$ cat src/hw/gpo_pkg.sv
// Package: register map, field layout, select codes and reset values for the pin function block
package gpo_pkg;

  // ----------------------------------------------------------------
  // Register indices (byte address is four times the index)
  // ----------------------------------------------------------------
  localparam logic [5:0] IDX_STATUS = 6'h12;
  localparam logic [5:0] IDX_INTERRUPT_ENABLE_CONTROL = 6'h16;
  localparam logic [5:0] IDX_SOURCE_POLARITY_CONTROL = 6'h17;
  localparam logic [5:0] IDX_PIN_FUNCTION_SELECT = 6'h18;
  localparam logic [5:0] IDX_CLOCK_PAD_CONTROL = 6'h19;
  localparam int ADDR_IDX_LSB = 2;
  localparam int ADDR_IDX_MSB = 7;

  // ----------------------------------------------------------------
  // Status and source bit positions
  // ----------------------------------------------------------------
  localparam int NUM_SRC = 12;
  localparam int BIT_PIN3 = 2;
  localparam int BIT_PIN4 = 3;
  localparam int BIT_PIN5 = 4;
  localparam int BIT_IN7 = 6;
  localparam int BIT_IN8 = 7;
  localparam int BIT_LOCK = 8;
  localparam int BIT_MIC_DET = 9;
  localparam int BIT_MIC_SHORT = 10;
  localparam int BIT_TEMP = 11;
  localparam int BIT_IRQ = 12;
  // Bits 0, 1 and 5 of the pin status field are reserved
  localparam logic [NUM_SRC-1:0] SRC_USED_MASK = 12'hfdc;

  // ----------------------------------------------------------------
  // Polarity and enable register fields and reset values
  // ----------------------------------------------------------------
  localparam int BIT_IRQ_INVERT = 12;
  localparam int BIT_READBACK_3W = 15;
  localparam int BIT_READBACK_MODE = 14;
  localparam logic [15:0] POLARITY_RESET = 16'h0800;
  localparam logic [15:0] ENABLE_RESET = 16'h8000;
  localparam logic [15:0] ENABLE_WR_MASK = 16'hcfdc;
  localparam logic [15:0] POLARITY_WR_MASK = 16'h1fdc;

  // ----------------------------------------------------------------
  // Pin function select register: 4 bits per pin, pin 3 lowest
  // ----------------------------------------------------------------
  localparam int NUM_PINS = 3;
  localparam int SEL_W = 4;
  localparam logic [15:0] PIN_SELECT_RESET = 16'h0000;

  typedef enum logic [3:0] {
    SEL_INPUT = 4'h0,
    SEL_CLOCK_OUT = 4'h1,
    SEL_LOGIC_LOW = 4'h2,
    SEL_LOGIC_HIGH = 4'h3,
    SEL_LOCK = 4'h4,
    SEL_TEMP = 4'h5,
    SEL_READBACK = 4'h6,
    SEL_IRQ = 4'h7,
    SEL_MIC_DET = 4'h8,
    SEL_MIC_SHORT = 4'h9
  } gpo_sel_t;

  // ----------------------------------------------------------------
  // Clock and pad control register fields
  // ----------------------------------------------------------------
  localparam int DIV_W = 4;
  localparam int FLD_DIV_LSB = 0;
  localparam int BIT_CLK_ENABLE = 4;
  localparam int BIT_TRISTATE = 5;
  localparam int FLD_PULL_UP_LSB = 8;
  localparam int FLD_PULL_DOWN_LSB = 12;
  localparam logic [15:0] CLOCK_PAD_RESET = 16'h0000;
  localparam logic [15:0] CLOCK_PAD_WR_MASK = 16'h773f;

  // ----------------------------------------------------------------
  // Bus phase states
  // ----------------------------------------------------------------
  typedef enum logic [3:0] {
    PH_IDLE = 4'b0001,
    PH_WRITE = 4'b0010,
    PH_READ_WAIT = 4'b0100,
    PH_READ_DONE = 4'b1000
  } gpo_phase_t;

endpackage

$ cat src/hw/gpo_top.sv
// Pin output function selection and interrupt aggregation with an AHB-Lite register slave
//
// Design decision made here: the AHB-Lite register port.
`timescale 1ns/10ps
`default_nettype none

module gpo_top
  import gpo_pkg::*;
#(
  parameter int DIVIDER_WIDTH = DIV_W
) (
  input wire logic sys_clk,                         // System clock, 100 MHz
  input wire logic rst,                             // Asynchronous reset, active high
  input wire logic hsel,                            // AHB slave select
  input wire logic [31:0] haddr,                    // AHB address
  input wire logic [1:0] htrans,                    // AHB transfer type
  input wire logic hwrite,                          // AHB write
  input wire logic [2:0] hsize,                     // AHB size, word only
  input wire logic [31:0] hwdata,                   // AHB write data
  input wire logic hready,                          // AHB bus ready
  output logic [31:0] hrdata,                       // AHB read data
  output logic hreadyout,                           // AHB slave ready
  output logic hresp,                               // AHB response, always OKAY
  input wire logic [NUM_PINS-1:0] gp_pin_in,        // Pins 3..5 input level
  output logic [NUM_PINS-1:0] gp_pin_out,           // Pins 3..5 output level
  output logic [NUM_PINS-1:0] gp_pin_oe,            // Pins 3..5 output enable
  output logic [NUM_PINS-1:0] pin_pull_up,          // Pins 3..5 pull-up enable
  output logic [NUM_PINS-1:0] pin_pull_down,        // Pins 3..5 pull-down enable
  input wire logic gp_input_7,                      // Input-only pin 7
  input wire logic gp_input_8,                      // Input-only pin 8
  input wire logic lock_status,                     // PLL lock, high when locked
  input wire logic temp_ok_status,                  // Temperature, low when overheated
  input wire logic mic_detect_status,               // Mic current detect
  input wire logic mic_short_status,                // Mic short detect
  output logic audio_if_tristate,                   // Audio interface tristate control
  output logic irq_out                              // Combined interrupt after inversion
);

  // ----------------------------------------------------------------
  // Register storage
  // ----------------------------------------------------------------
  logic [15:0] enable_reg;
  logic [15:0] polarity_reg;
  logic [15:0] pin_select_reg;
  logic [15:0] clock_pad_reg;
  logic [NUM_SRC-1:0] latch_reg;
  logic [NUM_SRC-1:0] latch_next;
  logic [NUM_SRC-1:0] src_raw;
  logic [NUM_SRC-1:0] src_adj;
  logic [NUM_SRC-1:0] clear_mask;
  logic irq_flag;
  logic irq_pin;
  logic [DIVIDER_WIDTH-1:0] div_cnt_reg;
  logic divided_clock_out_reg;
  logic [NUM_PINS-1:0] pin_drive_reg;
  logic [NUM_PINS-1:0] pin_oe_reg;
  logic [NUM_PINS-1:0] pin_seen;

  // ----------------------------------------------------------------
  // Bus slave
  // ----------------------------------------------------------------
  gpo_phase_t phase_reg;
  logic [5:0] idx_reg;
  logic [31:0] hrdata_reg;
  logic take;
  logic wr_commit;
  logic [31:0] rd_value;

  assign take = hsel && htrans[1] && hready;
  assign wr_commit = (phase_reg == PH_WRITE);
  // Reads take one wait state so the data always follows a write that just ended
  assign hreadyout = (phase_reg != PH_READ_WAIT);
  assign hresp = 1'b0;
  assign hrdata = hrdata_reg;

  always_ff @(posedge sys_clk or posedge rst) begin
    if (rst) begin
      phase_reg <= PH_IDLE;
      idx_reg <= 6'h00;
    end else begin
      case (phase_reg)
        PH_READ_WAIT: begin
          phase_reg <= PH_READ_DONE;
        end
        default: begin
          if (take) begin
            idx_reg <= haddr[ADDR_IDX_MSB:ADDR_IDX_LSB];
            phase_reg <= hwrite ? PH_WRITE : PH_READ_WAIT;
          end else begin
            phase_reg <= PH_IDLE;
          end
        end
      endcase
    end
  end

  always_comb begin
    case (idx_reg)
      IDX_STATUS: rd_value = {19'h0, irq_flag, latch_reg};
      IDX_INTERRUPT_ENABLE_CONTROL: rd_value = {16'h0, enable_reg};
      IDX_SOURCE_POLARITY_CONTROL: rd_value = {16'h0, polarity_reg};
      IDX_PIN_FUNCTION_SELECT: rd_value = {16'h0, pin_select_reg};
      IDX_CLOCK_PAD_CONTROL: rd_value = {16'h0, clock_pad_reg};
      default: rd_value = 32'h0000_0000;
    endcase
  end

  always_ff @(posedge sys_clk or posedge rst) begin
    if (rst) begin
      hrdata_reg <= 32'h0000_0000;
    end else if (phase_reg == PH_READ_WAIT) begin
      hrdata_reg <= rd_value;
    end
  end

  // ----------------------------------------------------------------
  // Control registers
  // ----------------------------------------------------------------
  always_ff @(posedge sys_clk or posedge rst) begin
    if (rst) begin
      enable_reg <= ENABLE_RESET;
    end else if (wr_commit && idx_reg == IDX_INTERRUPT_ENABLE_CONTROL) begin
      enable_reg <= hwdata[15:0] & ENABLE_WR_MASK;
    end
  end

  always_ff @(posedge sys_clk or posedge rst) begin
    if (rst) begin
      polarity_reg <= POLARITY_RESET;
    end else if (wr_commit && idx_reg == IDX_SOURCE_POLARITY_CONTROL) begin
      polarity_reg <= hwdata[15:0] & POLARITY_WR_MASK;
    end
  end

  always_ff @(posedge sys_clk or posedge rst) begin
    if (rst) begin
      pin_select_reg <= PIN_SELECT_RESET;
    end else if (wr_commit && idx_reg == IDX_PIN_FUNCTION_SELECT) begin
      pin_select_reg <= {4'h0, hwdata[11:0]};
    end
  end

  always_ff @(posedge sys_clk or posedge rst) begin
    if (rst) begin
      clock_pad_reg <= CLOCK_PAD_RESET;
    end else if (wr_commit && idx_reg == IDX_CLOCK_PAD_CONTROL) begin
      clock_pad_reg <= hwdata[15:0] & CLOCK_PAD_WR_MASK;
    end
  end

  // Pad controls; software must keep pulls off on driven pins
  assign audio_if_tristate = clock_pad_reg[BIT_TRISTATE];
  assign pin_pull_up = clock_pad_reg[FLD_PULL_UP_LSB +: NUM_PINS];
  assign pin_pull_down = clock_pad_reg[FLD_PULL_DOWN_LSB +: NUM_PINS];

  // ----------------------------------------------------------------
  // Clock output divider
  // ----------------------------------------------------------------
  // Half period is divider+1 system clocks; stopping holds the level low
  always_ff @(posedge sys_clk or posedge rst) begin
    if (rst) begin
      div_cnt_reg <= '0;
      divided_clock_out_reg <= 1'b0;
    end else if (!clock_pad_reg[BIT_CLK_ENABLE]) begin
      div_cnt_reg <= '0;
      divided_clock_out_reg <= 1'b0;
    end else if (div_cnt_reg >= DIVIDER_WIDTH'(clock_pad_reg[FLD_DIV_LSB +: DIV_W])) begin
      div_cnt_reg <= '0;
      divided_clock_out_reg <= ~divided_clock_out_reg;
    end else begin
      div_cnt_reg <= div_cnt_reg + DIVIDER_WIDTH'(1);
    end
  end

  // ----------------------------------------------------------------
  // Interrupt sources and latches
  // ----------------------------------------------------------------
  // A pin used as an output feeds no input, to avoid loops
  assign pin_seen = gp_pin_in & ~pin_oe_reg;

  always_comb begin
    src_raw = '0;
    src_raw[BIT_PIN3] = pin_seen[0];
    src_raw[BIT_PIN4] = pin_seen[1];
    src_raw[BIT_PIN5] = pin_seen[2];
    src_raw[BIT_IN7] = gp_input_7;
    src_raw[BIT_IN8] = gp_input_8;
    src_raw[BIT_LOCK] = lock_status;
    src_raw[BIT_MIC_DET] = mic_detect_status;
    src_raw[BIT_MIC_SHORT] = mic_short_status;
    src_raw[BIT_TEMP] = temp_ok_status;
  end

  // Polarity acts on the latch path only
  assign src_adj = (src_raw ^ polarity_reg[NUM_SRC-1:0]) & SRC_USED_MASK;

  assign clear_mask = (wr_commit && idx_reg == IDX_STATUS) ? hwdata[NUM_SRC-1:0] : '0;

  // Set beats clear, so a source still asserted relatches at once
  assign latch_next = (latch_reg & ~clear_mask) | src_adj;

  always_ff @(posedge sys_clk or posedge rst) begin
    if (rst) begin
      latch_reg <= '0;
    end else begin
      latch_reg <= latch_next;
    end
  end

  assign irq_flag = |(latch_reg & enable_reg[NUM_SRC-1:0]);
  assign irq_pin = irq_flag ^ polarity_reg[BIT_IRQ_INVERT];
  assign irq_out = irq_pin;

  // ----------------------------------------------------------------
  // Pin function multiplexer
  // ----------------------------------------------------------------
  genvar gi;
  generate
    for (gi = 0; gi < NUM_PINS; gi++) begin : g_pin
      gpo_sel_t sel;
      logic drive;
      logic oe;

      assign sel = gpo_sel_t'(pin_select_reg[gi*SEL_W +: SEL_W]);

      always_comb begin
        oe = 1'b1;
        case (sel)
          SEL_CLOCK_OUT: drive = divided_clock_out_reg;
          SEL_LOGIC_LOW: drive = 1'b0;
          SEL_LOGIC_HIGH: drive = 1'b1;
          SEL_LOCK: drive = lock_status;
          SEL_TEMP: drive = temp_ok_status;
          SEL_IRQ: drive = irq_pin;
          SEL_MIC_DET: drive = mic_detect_status;
          SEL_MIC_SHORT: drive = mic_short_status;
          default: begin
            drive = 1'b0;
            oe = 1'b0;
          end
        endcase
      end

      // The audio tristate control also releases the pins
      always_ff @(posedge sys_clk or posedge rst) begin
        if (rst) begin
          pin_drive_reg[gi] <= 1'b0;
          pin_oe_reg[gi] <= 1'b0;
        end else begin
          pin_drive_reg[gi] <= drive;
          pin_oe_reg[gi] <= oe && !clock_pad_reg[BIT_TRISTATE];
        end
      end
    end
  endgenerate

  assign gp_pin_out = pin_drive_reg;
  assign gp_pin_oe = pin_oe_reg;

endmodule

`default_nettype wire

$ cat config.mk
export PLATFORM = sky130hd
export DESIGN_NAME = gpo_top
export DESIGN_NICKNAME = d
export VERILOG_FILES = /design/src/hw/gpo_pkg.sv /design/src/hw/gpo_top.sv
export SDC_FILE = /design/constraint.sdc
export NUM_CORES = 1
export LEC_CHECK = 0
export BUFFER_PORTS_ARGS = -buffer_cell sky130_fd_sc_hd__buf_2
export CAP_MARGIN = 0
export CORE_ASPECT_RATIO = 0.8
export CORE_MARGIN = 3
export CORE_UTILIZATION = 45
export DETAILED_ROUTE_END_ITERATION = 7
export PLACE_DENSITY = 0.71
export SLEW_MARGIN = 20
export SYNTH_ARGS = -nofsm -noshare
export SYNTH_HDL_FRONTEND = slang
export SYNTH_SLANG_ARGS = --single-unit
$ cat constraint.sdc
create_clock -name sys_clk -period 4.1 [get_ports sys_clk]
set_clock_uncertainty 0.2 [all_clocks]
set_input_delay 0.82 -clock sys_clk [delete_from_list [all_inputs] [get_ports sys_clk]]
set_output_delay 0.82 -clock sys_clk [all_outputs]
set_load 0.01 [all_outputs]
After elaboration in Yosys (flattened, before gate mapping)
Cells that the tools add are included.

$lt $le $gt $ge: 1. Equal/unequal tests: 33. Bitwise gates (word level): 10. Muxes and demuxes: 15. Add/subtract/negate cells: 1. Reductions and logical operators: 16.

Operator list (number): case mux 16 bit (5 select lines) (1); equality test 4 x 3 -> 1 bit (second input constant) (10); equality test 6 x 5 -> 1 bit (second input constant) (5); equality test 4 x 2 -> 1 bit (second input constant) (7); AND 12 bit (2); equality test 4 bit (second input constant) (6); OR reduction 8 bit (3); case mux 1 bit (7 select lines) (3); equality test 4 x 1 -> 1 bit (second input constant) (3); two-way mux 12 bit (1); two-way mux 4 bit (3); NOT 12 bit (1); bitwise OR 12 bit (1); OR reduction 12 bit (1); XOR 12 bit (1); logical AND 1 bit (10); two-way mux 3 bit (2); two-way mux 1 bit (5); adder 4 x 1 -> 4 bit (second input constant) (1); greater-or-equal comparator 4 bit (1); inequality test 4 x 3 -> 1 bit (second input constant) (1); AND 3 bit (1); NOT 3 bit (1); inequality test 2 x 1 -> 1 bit (second input constant) (1); other kinds (4) (5).

Word-level logic and storage cells: 92. Input bits: 83. Bits in registers: 110. Output and inout port bits: 48.

Longest topological paths before layout
Gate-level depths: netlist of the first run.

Word-level depth: 6. Gate-level depth with buffers: 7. Gate-level depth less buffers: 7.

Least setup slack after synthesis of the first run
No wires, ideal clock.

Kind: reg-to-output. Start: reg phase_reg[0]. End: out hreadyout. Required time: 3080 ps. Cell stages (with the launch flop): 4. Setup slack: 1808 ps. Path buffers: 2. Data arrival time: 1272 ps. Cell sequence: dfstp_2 or4b_4 buf_2 clkbuf_1.

Word-level cells in the longest chain between the ends: 1.

Ends and longest elaborated chain: from (decl) (line gpo_top.sv:62) `gpo_phase_t phase_reg;`; from (signal assigned) (line gpo_top.sv:88) `phase_reg <= hwrite ? PH_WRITE : PH_READ_WAIT;`; inequality test 4 x 3 -> 1 bit (line gpo_top.sv:72) `assign hreadyout = (phase_reg != PH_READ_WAIT);`; to (decl) (line gpo_top.sv:22) `output logic hreadyout,`.

Every way passes these cells.

Worst setup path in the final report of the first run
Start: reg latch_reg[4]. End: out irq_out.

Word-level cells in the longest chain between the ends: 3.

Ends and longest elaborated chain: from (decl) (line gpo_top.sv:46) `logic [NUM_SRC-1:0] latch_reg;`; from (signal assigned) (line gpo_top.sv:206) `latch_reg <= latch_next;`; AND 12 bit (line gpo_top.sv:210) `assign irq_flag = |(latch_reg & enable_reg[NUM_SRC-1:0]);`; OR reduction 12 bit (line gpo_top.sv:210); XOR 1 bit (line gpo_top.sv:211) `assign irq_pin = irq_flag ^ polarity_reg[BIT_IRQ_INVERT];`; to (decl) (line gpo_top.sv:36) `output logic irq_out`.

Every way passes these cells.

==> summary.md, run 1 <==
| Metric | Value |
|---|---|
| Area of the multi-input gates | 0.00187 sq mm |
| Busiest grt layer | met2 |
| CTS Hold Bufs | 0 |
| Num CTS Buffers | 9 |
| Hold wc startpoint | hrdata[0] |
| R2R setup slack | roughly 1400 ps |
| Post-synthesis sequential area ratio | around 53% |
| H-tree Lvls | 3 |
| Final Max Tran Viols | 0 |
| Switching part of the total | about 24% |
| WL final | between 10 and 15 mm |
| Root buf cell | clkbuf_16 |
| Post_cts resized | 0 |
| Clock power frac | between 40% and 50% |
| RSZ-0062 raised after global routing | no |
| Top post-synthesis cells by count | dfrtp_1 (91), mux2_2 (47), nand2_1 (30) |
| Flip-flop and latch area | ~0.0024 sq mm |
| Post-CTS Setup Inserts | 0 |
| YS warnings | 0 |
| Sequential share of power | 49.3% |
| Antenna violations before repair | 0 |
| Placer Congestion | roughly 0.8 |
| # nets final | approximately 530 |
| Grt ovf | 0 |
| M3 GR Usage | approximately 5% |
| Pleak | between 2 and 2.5 nW |
| Crit Path Max Fanout | 3 |
| Setup Crit Path Kind | reg -> out |
| Worst Hold Class | reg -> reg |
| Area share of the largest cell type after synthesis | just over 50% |
| DR vias/cell | between 5 and 6 |
| IO Pins | about 130 |
| Crit end category | primary output |
| Number of port buffers | 67 |
| # diodes | 0 |
| Layout Cells excl Fill | between 500 and 600 |
| Fill count | 869 |
| Max_slew headroom | a little over two fifths |
| CTS max path bufs | 2 |
| Final setup viols | 0 |
| Pint | about 1.6 mW |
| Number of global-route vias before repair | between 3000 and 4000 |
| Netlist cell types | 48 |
| CTS tree | done |
| Clock sinks | 94 |
| CP required | slightly above 3000 ps |
| Area grow syn2layout | 14.2% |
| Placed cells | between 500 and 600 |
| DR DRC count | 0 |
| Crit path buffers/inverters | 2 |
| Grt met2 use | between 30% and 40% |
| Synth area leaders | dfrtp_1 (51%), mux2_2 (12%), buf_4 (4.2%) |
| Antenna Nets Post-Route | 0 |
| Ys flop type | dfrtp_1 |
| Most frequent cell after synthesis | dfrtp_1 |
| Max FFs per register | 16 |
| Clock Latency Late Sink | around 340 ps |
| GRT met1 Usage | 27.2% |
| Initial Util | 47.7% |
| Cell family with most CP delay | compound AO/OA/AOI/OAI gates |
| Core area | around 0.0094 sq mm |
| TritonRoute pass-1 iters | 6 |
| Reg2Reg Capture Point | latch_reg[8] |
| Post-synthesis instance total | approximately 380 |
| Total track usage | between 20% and 30% |
| Netlist Area Pre-Place | ~0.0045 sq mm |
| FMAX | around 0.31 GHz |
| FF+latch count, synth | between 90 and 100 |
| Asr flop ratio synth | between 90% and 100% |
| Die width | about 120 microns |
| Die ar. | 0.0112 sq mm |
| Final Hold Fails | 0 |
| Wire per inst | 18.8 microns |
| Layout cell share with drive strength beyond 1 | between 30% and 40% |
| R2R depth | 5 |
| PwrDens | a little over 400 mW/mm^2 |
| Max IR drop VDD | between 0.0002 and 0.00025 V |
| Yosys top cell by area | dfrtp_1 |
| Worst slew pin tran | ~850 ps |
| Setup TNS | 0 ps |
| Starting DRT DRC Count | 269 |
| Die Ht | between 90 and 100 microns |
| Final Cycle Share | between 70% and 80% |
| Syn_area_per_cell | approximately 12 sq um |
| First-pass GRT wire length | approximately 17 mm |
| Crit path from | latch_reg[4] |
| Cell breakdown of the critical path | a22o_1 > a221oi_1 > nand3_1 > xnor2_1 > inv_1 > buf_2 |
| Total of max-cap violations | 0 |
| Largest net degree at the start of global routing | 43 |
| Critical Path Slowest Stage Cell | dfrtp_1 |
| Post-synth EDFFs | 0 |
| Outcome | complete, no violations |
| Clock transition at the registers of the reported paths | around 60 ps |
| WP data arrival | roughly 2200 ps |
| Critical R2R Launch | idx_reg[5] |
| Combinational share of power | a little under a tenth |
| Min Tclk post-route | between 3000 and 4000 ps |
| Row cnt | 31 |
| Hold EP | hrdata[0] |
| Hold Crit Depth | 2 |
| Post-DP HPWL | ~7.7 mm |
| Vias | between 3000 and 4000 |
| Switching power | about 500 uW |
| CP peak stage delay | between 400 and 500 ps |
| Crit path launch type | flop |
## area by class of cell
| cell class | instances | area share (%) |
|---|---|---|
| well taps | 132 | 3.23 |
| flip-flops and latches | 94 | 46.1 |
| multi-input cells | 251 | 36.6 |
| inverters | 12 | 0.905 |
| clock inverters | 5 | 1.10 |
| repair buffers | 71 | 7.14 |
| clock buffers | 11 | 4.94 |
## per-layer routing
layer  vias to the layer above  part of all wire, %
li1                       1462                    -
met1                      1620                   45
met2                       138                   46
met3                        13                  7.6
met4                         0                  1.5
met5                         -                    0
## per-stage QoR
stage	cell area (sq um)	hold WS, ps	utilization (%)	worst slack, ps	total power, mW
2_1_floorplan	4540	255	-	636	1.15
3_3_place_gp	4810	254	51.2	1270	1.21
3_5_place_dp	4810	274	51.2	1260	1.22
4_1_cts	5120	289	54.5	858	2.08
5_1_grt	5120	305	54.5	759	2.14
6_report	5120	279	54.5	867	2.06
## cell usage in the layout (no fill, tap or decap), types with 4 or more instances in the layout
cell       synthesis  final
nor3_1             4      4
nand2_1           30     30
xor2_1             8      8
conb_1             1     17
clkbuf_16          0      9
a22o_1             4      4
o21ai_0           13     13
a222oi_1          12     12
a21o_1            11     11
a22oi_1            7      7
a221oi_1           5      5
inv_1             11     10
nor2_1            16     16
nor2b_1            4      4
nand2b_1           5      5
buf_4             25      4
a21boi_0           4      4
buf_2              8     67
mux2_2            47     47
dfrtp_1           91     91
ha_1               5      5
a21oi_1           13     13
xnor2_1            7      7
and2_1             6      6
## worst max-delay path by stage
stage                                   to  slack [ps]  cells past startpoint
after floorplan           clock_pad_reg[0]         640                      1
after global placement             irq_out        1270                      6
after detailed placement           irq_out        1260                      6
after CTS                          irq_out         860                      6
after global routing               irq_out         760                      6
final                              irq_out         870                      6
## cells by family after synthesis
logic type	count (synthesis)	synth area share [%]
flip-flops	94	52.6
XOR/XNOR	15	2.93
adder cells (fa/ha/maj)	5	1.40
multiplexers	48	12.0
other	1	0.0837
AO/OA/AOI/OAI	86	14.3
buffers and inverters	53	6.93
AND/OR/NAND/NOR	80	9.77
## power groups by stage
stage | Clock [mW] | Sequential (mW) | Combinational (mW)
4_1_cts | 0.874 | 1.01 | 0.189
3_3_place_gp | 0 | 1.03 | 0.182
6_report | 0.856 | 1.01 | 0.187
5_1_grt | 0.907 | 1.02 | 0.208
3_5_place_dp | 0 | 1.03 | 0.188
2_1_floorplan | 0 | 1.02 | 0.127
## worst register-to-register path: stages (launching register included)
cell and delay (ps):
dfrtp_1 460, nor3b_1 320, and4b_1 700, and2_1 620, nand2_1 130, a21o_1 200
Power figures use the tool's default switching activity.
==> run 2: changes to the inputs <==
==> constraint.sdc (replaced) <==
create_clock -name sys_clk -period 3.22 [get_ports sys_clk]
set_clock_uncertainty 0.2 [all_clocks]
set_input_delay 0.644 -clock sys_clk [delete_from_list [all_inputs] [get_ports sys_clk]]
set_output_delay 0.644 -clock sys_clk [all_outputs]
set_load 0.01 [all_outputs]
==> summary.md, run 2 (synthesized netlist as in run 1, its figures left out) <==
| Metric | Value |
|---|---|
| Post-DP HPWL | between 7 and 8 mm |
| Worst setup path endpoint | irq_out |
| Clock transition at the registers of the reported paths | 60 ps |
| Area grow syn2layout | 16.4% |
| Post-CTS Setup Inserts | 0 |
| Layout Cells excl Fill | 584 |
| Core Util, Final | 55.5% |
| Number of global-route vias before repair | approximately 3200 |
| Crit path launch type | flop |
| H-tree Lvls | 3 |
| Post_cts resized | 0 |
| Final Max Tran Viols | 0 |
| WP data arrival | between 2000 and 2500 ps |
| R2R depth | 4 |
| R2R setup slack | 690 ps |
| CP required | about 2400 ps |
| Max IR drop VDD | roughly 0.0004 V |
| DR vias/cell | around 5.6 |
| Final Cycle Share | around nine tenths |
| Min Tclk post-route | 2940 ps |
| Max FFs per register | 16 |
| Wire per inst | approximately 19 microns |
| Most frequent cells in the layout | dfrtp_1 (91), buf_2 (67), mux2_2 (47) |
| Setup WS pre-CTS | 707 ps |
| Layout cell share with drive strength beyond 1 | 33.2% |
| First-pass GRT wire length | approximately 18 mm |
| Total of max-cap violations | 0 |
| Row cnt | 31 |
| Total track usage | between 20% and 30% |
| Final Power | about 2.7 mW |
| Grt ovf | 0 |
| Outcome | complete, no violations |
| Worst Hold Class | in -> async |
| CTS Hold Bufs | 0 |
| Antenna violations before repair | 0 |
| Max_slew headroom | about 48% |
| Worst slew pin tran | approximately 760 ps |
| Reg2Reg Capture Point | pin_select_reg[6] |
| WL final | between 10 and 15 mm |
| Final Hold Fails | 0 |
| Number of port buffers | between 60 and 70 |
| Crit end category | primary output |
| Clock sinks | 94 |
| Core area | 0.00939 sq mm |
| Placer Congestion | 0.818 |
| Largest net degree at the start of global routing | 39 |
| Num CTS Buffers | 9 |
| # nets final | between 500 and 600 |
| DR DRC count | 0 |
| Final setup viols | 0 |
| Antenna Nets Post-Route | 0 |
| Pleak | roughly 2.5 nW |
| Crit path from | latch_reg[4] |
| IO Pins | approximately 130 |
| Post-route worst setup slack | between 200 and 300 ps |
| Critical R2R Launch | idx_reg[1] |
| Setup Crit Path Kind | reg -> out |
| Crit Path Max Fanout | 3 |
| Clock Latency Late Sink | approximately 350 ps |
| Starting DRT DRC Count | around 290 |
| FMAX | 0.340 GHz |
| # diodes | 0 |
| Die width | roughly 120 microns |
| Most common cell after layout, fill and taps aside | dfrtp_1 |
| Die Ht | 95.3 microns |
| Placed cells | 568 |
| Setup TNS | 0 ps |
| Vias | ~3200 |
| CTS tree | done |
| RSZ-0062 raised after global routing | no |
| PwrDens | roughly 520 mW/mm^2 |
| Initial Util | 47.7% |
| CTS max path bufs | 2 |
| Die ar. | between 0.01 and 0.015 sq mm |
| Root buf cell | clkbuf_16 |
| TritonRoute pass-1 iters | 7 |
[run 2: worst min path at each step]
stage	start	to	slack, ps	cells after the start
2_1_floorplan	div_cnt_reg[0]	div_cnt_reg[0]	250	1
3_3_place_gp	hrdata[8]	hrdata[8]	250	1
3_5_place_dp	hrdata[8]	hrdata[8]	270	1
4_1_cts	rst	pin_select_reg[9]	160	2
5_1_grt	rst	hrdata[13]	200	2
6_report	rst	clock_pad_reg[9]	160	2
[run 2: area by class of cell]
class                   instances  area, sq um
clock buffers                  10          239
repair buffers                 79          438
fillers                       829         4170
flip-flops and latches         94         2360
well taps                     132          165
inverters                      12         48.8
multi-input cells             251         1870
clock inverters                 6         92.6
[run 2: per-stage QoR]
step                      hold slack (ps)  area, sq um
final                                 162         5210
after global routing                  196         5210
after CTS                             164         5210
after detailed placement              267         4880
after global placement                253         4880
after floorplan                       255         4540
[run 2: critical path: stages (launching register included)]
cell and delay, ps:
dfrtp_1 400, a22o_1 270, a221oi_1 270, nand3_1 170, xnor2_1 300, inv_1 170
buf_2 170
[run 2: layer usage]
layer,vias up,track usage (%),part of all wire (%)
li1,1482,-,-
met1,1611,28.7,46
met2,137,31.8,45
met3,17,5.16,7.2
met4,0,8.59,1.9
met5,-,0,0
[run 2: power breakdown]
| group | internal [mW] | total [mW] | switching [mW] |
|---|---|---|---|
| sequential | 1.24 | 1.29 | 0.0557 |
| combinational | 0.110 | 0.243 | 0.133 |
| clock | 0.705 | 1.16 | 0.458 |
==> run 3: changes to the inputs <==
--- a/config.mk
+++ b/config.mk
@@ -7,7 +7,6 @@
 export LEC_CHECK = 0
 export BUFFER_PORTS_ARGS = -buffer_cell sky130_fd_sc_hd__buf_2
 export CAP_MARGIN = 0
-export CORE_ASPECT_RATIO = 0.8
 export CORE_MARGIN = 3
 export CORE_UTILIZATION = 45
 export DETAILED_ROUTE_END_ITERATION = 7
==> summary.md, run 3 (synthesized netlist as in run 1, its figures left out) <==
| Metric | Value |
|---|---|
| Outcome | complete, no violations |
| Total track usage | 19.3% |
| Largest net degree at the start of global routing | 95 |
| Layout cell share with drive strength beyond 1 | 32.9% |
| Antenna Nets Post-Route | 0 |
| Wire per inst | about 18 microns |
| Row cnt | 35 |
| Number of port buffers | 67 |
| CP required | between 2000 and 2500 ps |
| Clock Latency Late Sink | ~360 ps |
| Crit path launch type | flop |
| Pleak | between 2 and 2.5 nW |
| Final Max Tran Viols | 0 |
| Crit Path Max Fanout | 3 |
| Flip-flop and latch area | around 0.0024 sq mm |
| Die ar. | roughly 0.011 sq mm |
| Vias | ~3200 |
| Placement Cell Area | between 0.004 and 0.005 sq mm |
| Setup WS pre-CTS | 662 ps |
| Grt ovf | 0 |
| Crit end category | primary output |
| Num CTS Buffers | 9 |
| Placed cells | 563 |
| Cell breakdown of the critical path | a22o_1 > a221oi_1 > nand3_1 > xnor2_1 > inv_1 > buf_2 |
| Die width | roughly 110 microns |
| DR vias/cell | about 5.5 |
| Hold slack final | 208 ps |
| Critical Path Slowest Stage Cell | dfrtp_1 |
| IO Pins | 131 |
| Placer Congestion | between 0.8 and 0.9 |
| Min Tclk post-route | a little under 3000 ps |
| Clock transition at the registers of the reported paths | 90 ps |
| Starting DRT DRC Count | between 200 and 250 |
| Setup TNS | 0 ps |
| # diodes | 0 |
| FMAX | about 0.34 GHz |
| WP data arrival | approximately 2100 ps |
| Total of max-cap violations | 0 |
| Post-CTS Setup Inserts | 0 |
| Number of global-route vias before repair | approximately 3200 |
| Post-route worst setup slack | around 320 ps |
| Final Cycle Share | roughly nine tenths |
| DR DRC count | 0 |
| Fill count | roughly 850 |
| Final Hold Fails | 0 |
| Post_cts resized | 0 |
| Area of the multi-input gates | 0.00187 sq mm |
| Core area | approximately 0.0095 sq mm |
| Worst slew pin tran | 667 ps |
| CTS Hold Bufs | 0 |
| Root buf cell | clkbuf_8 |
| H-tree Lvls | 3 |
| Die Ht | about 110 microns |
| Initial Util | approximately 47% |
| Post-DP HPWL | between 7 and 8 mm |
| First-pass GRT wire length | ~17 mm |
| RSZ-0062 raised after global routing | no |
| Area grow syn2layout | 13.7% |
| Max IR drop VDD | 0.000236 V |
| CTS max path bufs | 2 |
| Final setup viols | 0 |
| Most frequent cells in the layout | dfrtp_1 (91), buf_2 (67), mux2_2 (47) |
| Antenna violations before repair | 0 |
| Worst Hold Class | in -> async |
| CTS tree | done |
| Clock sinks | 94 |
| # nets final | 533 |
| Post-Layout Inst Area | around 0.005 sq mm |
| Max FFs per register | 16 |
| Most common cell after layout, fill and taps aside | dfrtp_1 |
| WL final | about 10 mm |
| Setup Crit Path Kind | reg -> out |
| TritonRoute pass-1 iters | 5 |
| Max_slew headroom | 54.9% |
| CP peak stage delay | between 400 and 500 ps |
| PwrDens | between 400 and 500 mW/mm^2 |
| Layout Cells excl Fill | 579 |
[run 3: layout make-up]
cell class | instances | share of cell area (%)
sequential | 94 | 46.2
clock inverter | 5 | 1.60
timing repair buffer | 77 | 8.30
inverter | 12 | 0.958
multi-input combinational | 251 | 36.8
clock buffer | 11 | 2.97
tap | 129 | 3.17
[run 3: power breakdown]
| part | leakage, nW | internal, mW | switching, mW | total, mW |
|---|---|---|---|---|
| sequential | 1.16 | 1.23 | 0.0550 | 1.29 |
| clock | 0.116 | 0.480 | 0.402 | 0.881 |
| combinational | 1.13 | 0.109 | 0.130 | 0.238 |
| total | 2.41 | 1.82 | 0.586 | 2.41 |
[run 3: critical path, delay by kind of cell (launching register included)]
kind / cells / cell delay [ps]
AOI/OAI and AO/OA: 2 / 540
DFF: 1 / 410
buffers and inverters: 2 / 290
xor gates and xnor gates: 1 / 280
and+or+nand+nor: 1 / 180
[run 3: through the flow]
step,utilization (%),power (mW)
3_3_place_gp,51.4,1.54
2_1_floorplan,-,1.46
5_1_grt,53.9,2.52
3_5_place_dp,51.4,1.55
4_1_cts,53.9,2.43
6_report,53.9,2.41
[run 3: layer usage]
layer | share of wire (%) | wire length, microns | vias to the layer above | global-route usage, %
li1 | - | - | 1476 | -
met1 | 44 | 4470 | 1572 | 26.5
met2 | 48 | 4950 | 127 | 29.9
met3 | 5.2 | 538 | 23 | 3.25
met4 | 2.8 | 291 | 0 | 9.44
met5 | 0 | 0 | - | 0
[run 3: final timing paths]
kind	start	to	slack [ps]	depth (start not counted)
max in group asynchronous	rst	phase_reg[0]	2220	3
min in group sys_clk	hwrite	phase_reg[2]	250	2
hold / removal	rst	hrdata[15]	210	3
setup / recovery	latch_reg[4]	irq_out	320	6
hold reg to reg	hrdata[5]	hrdata[5]	280	2
setup reg to reg	phase_reg[0]	idx_reg[3]	720	4
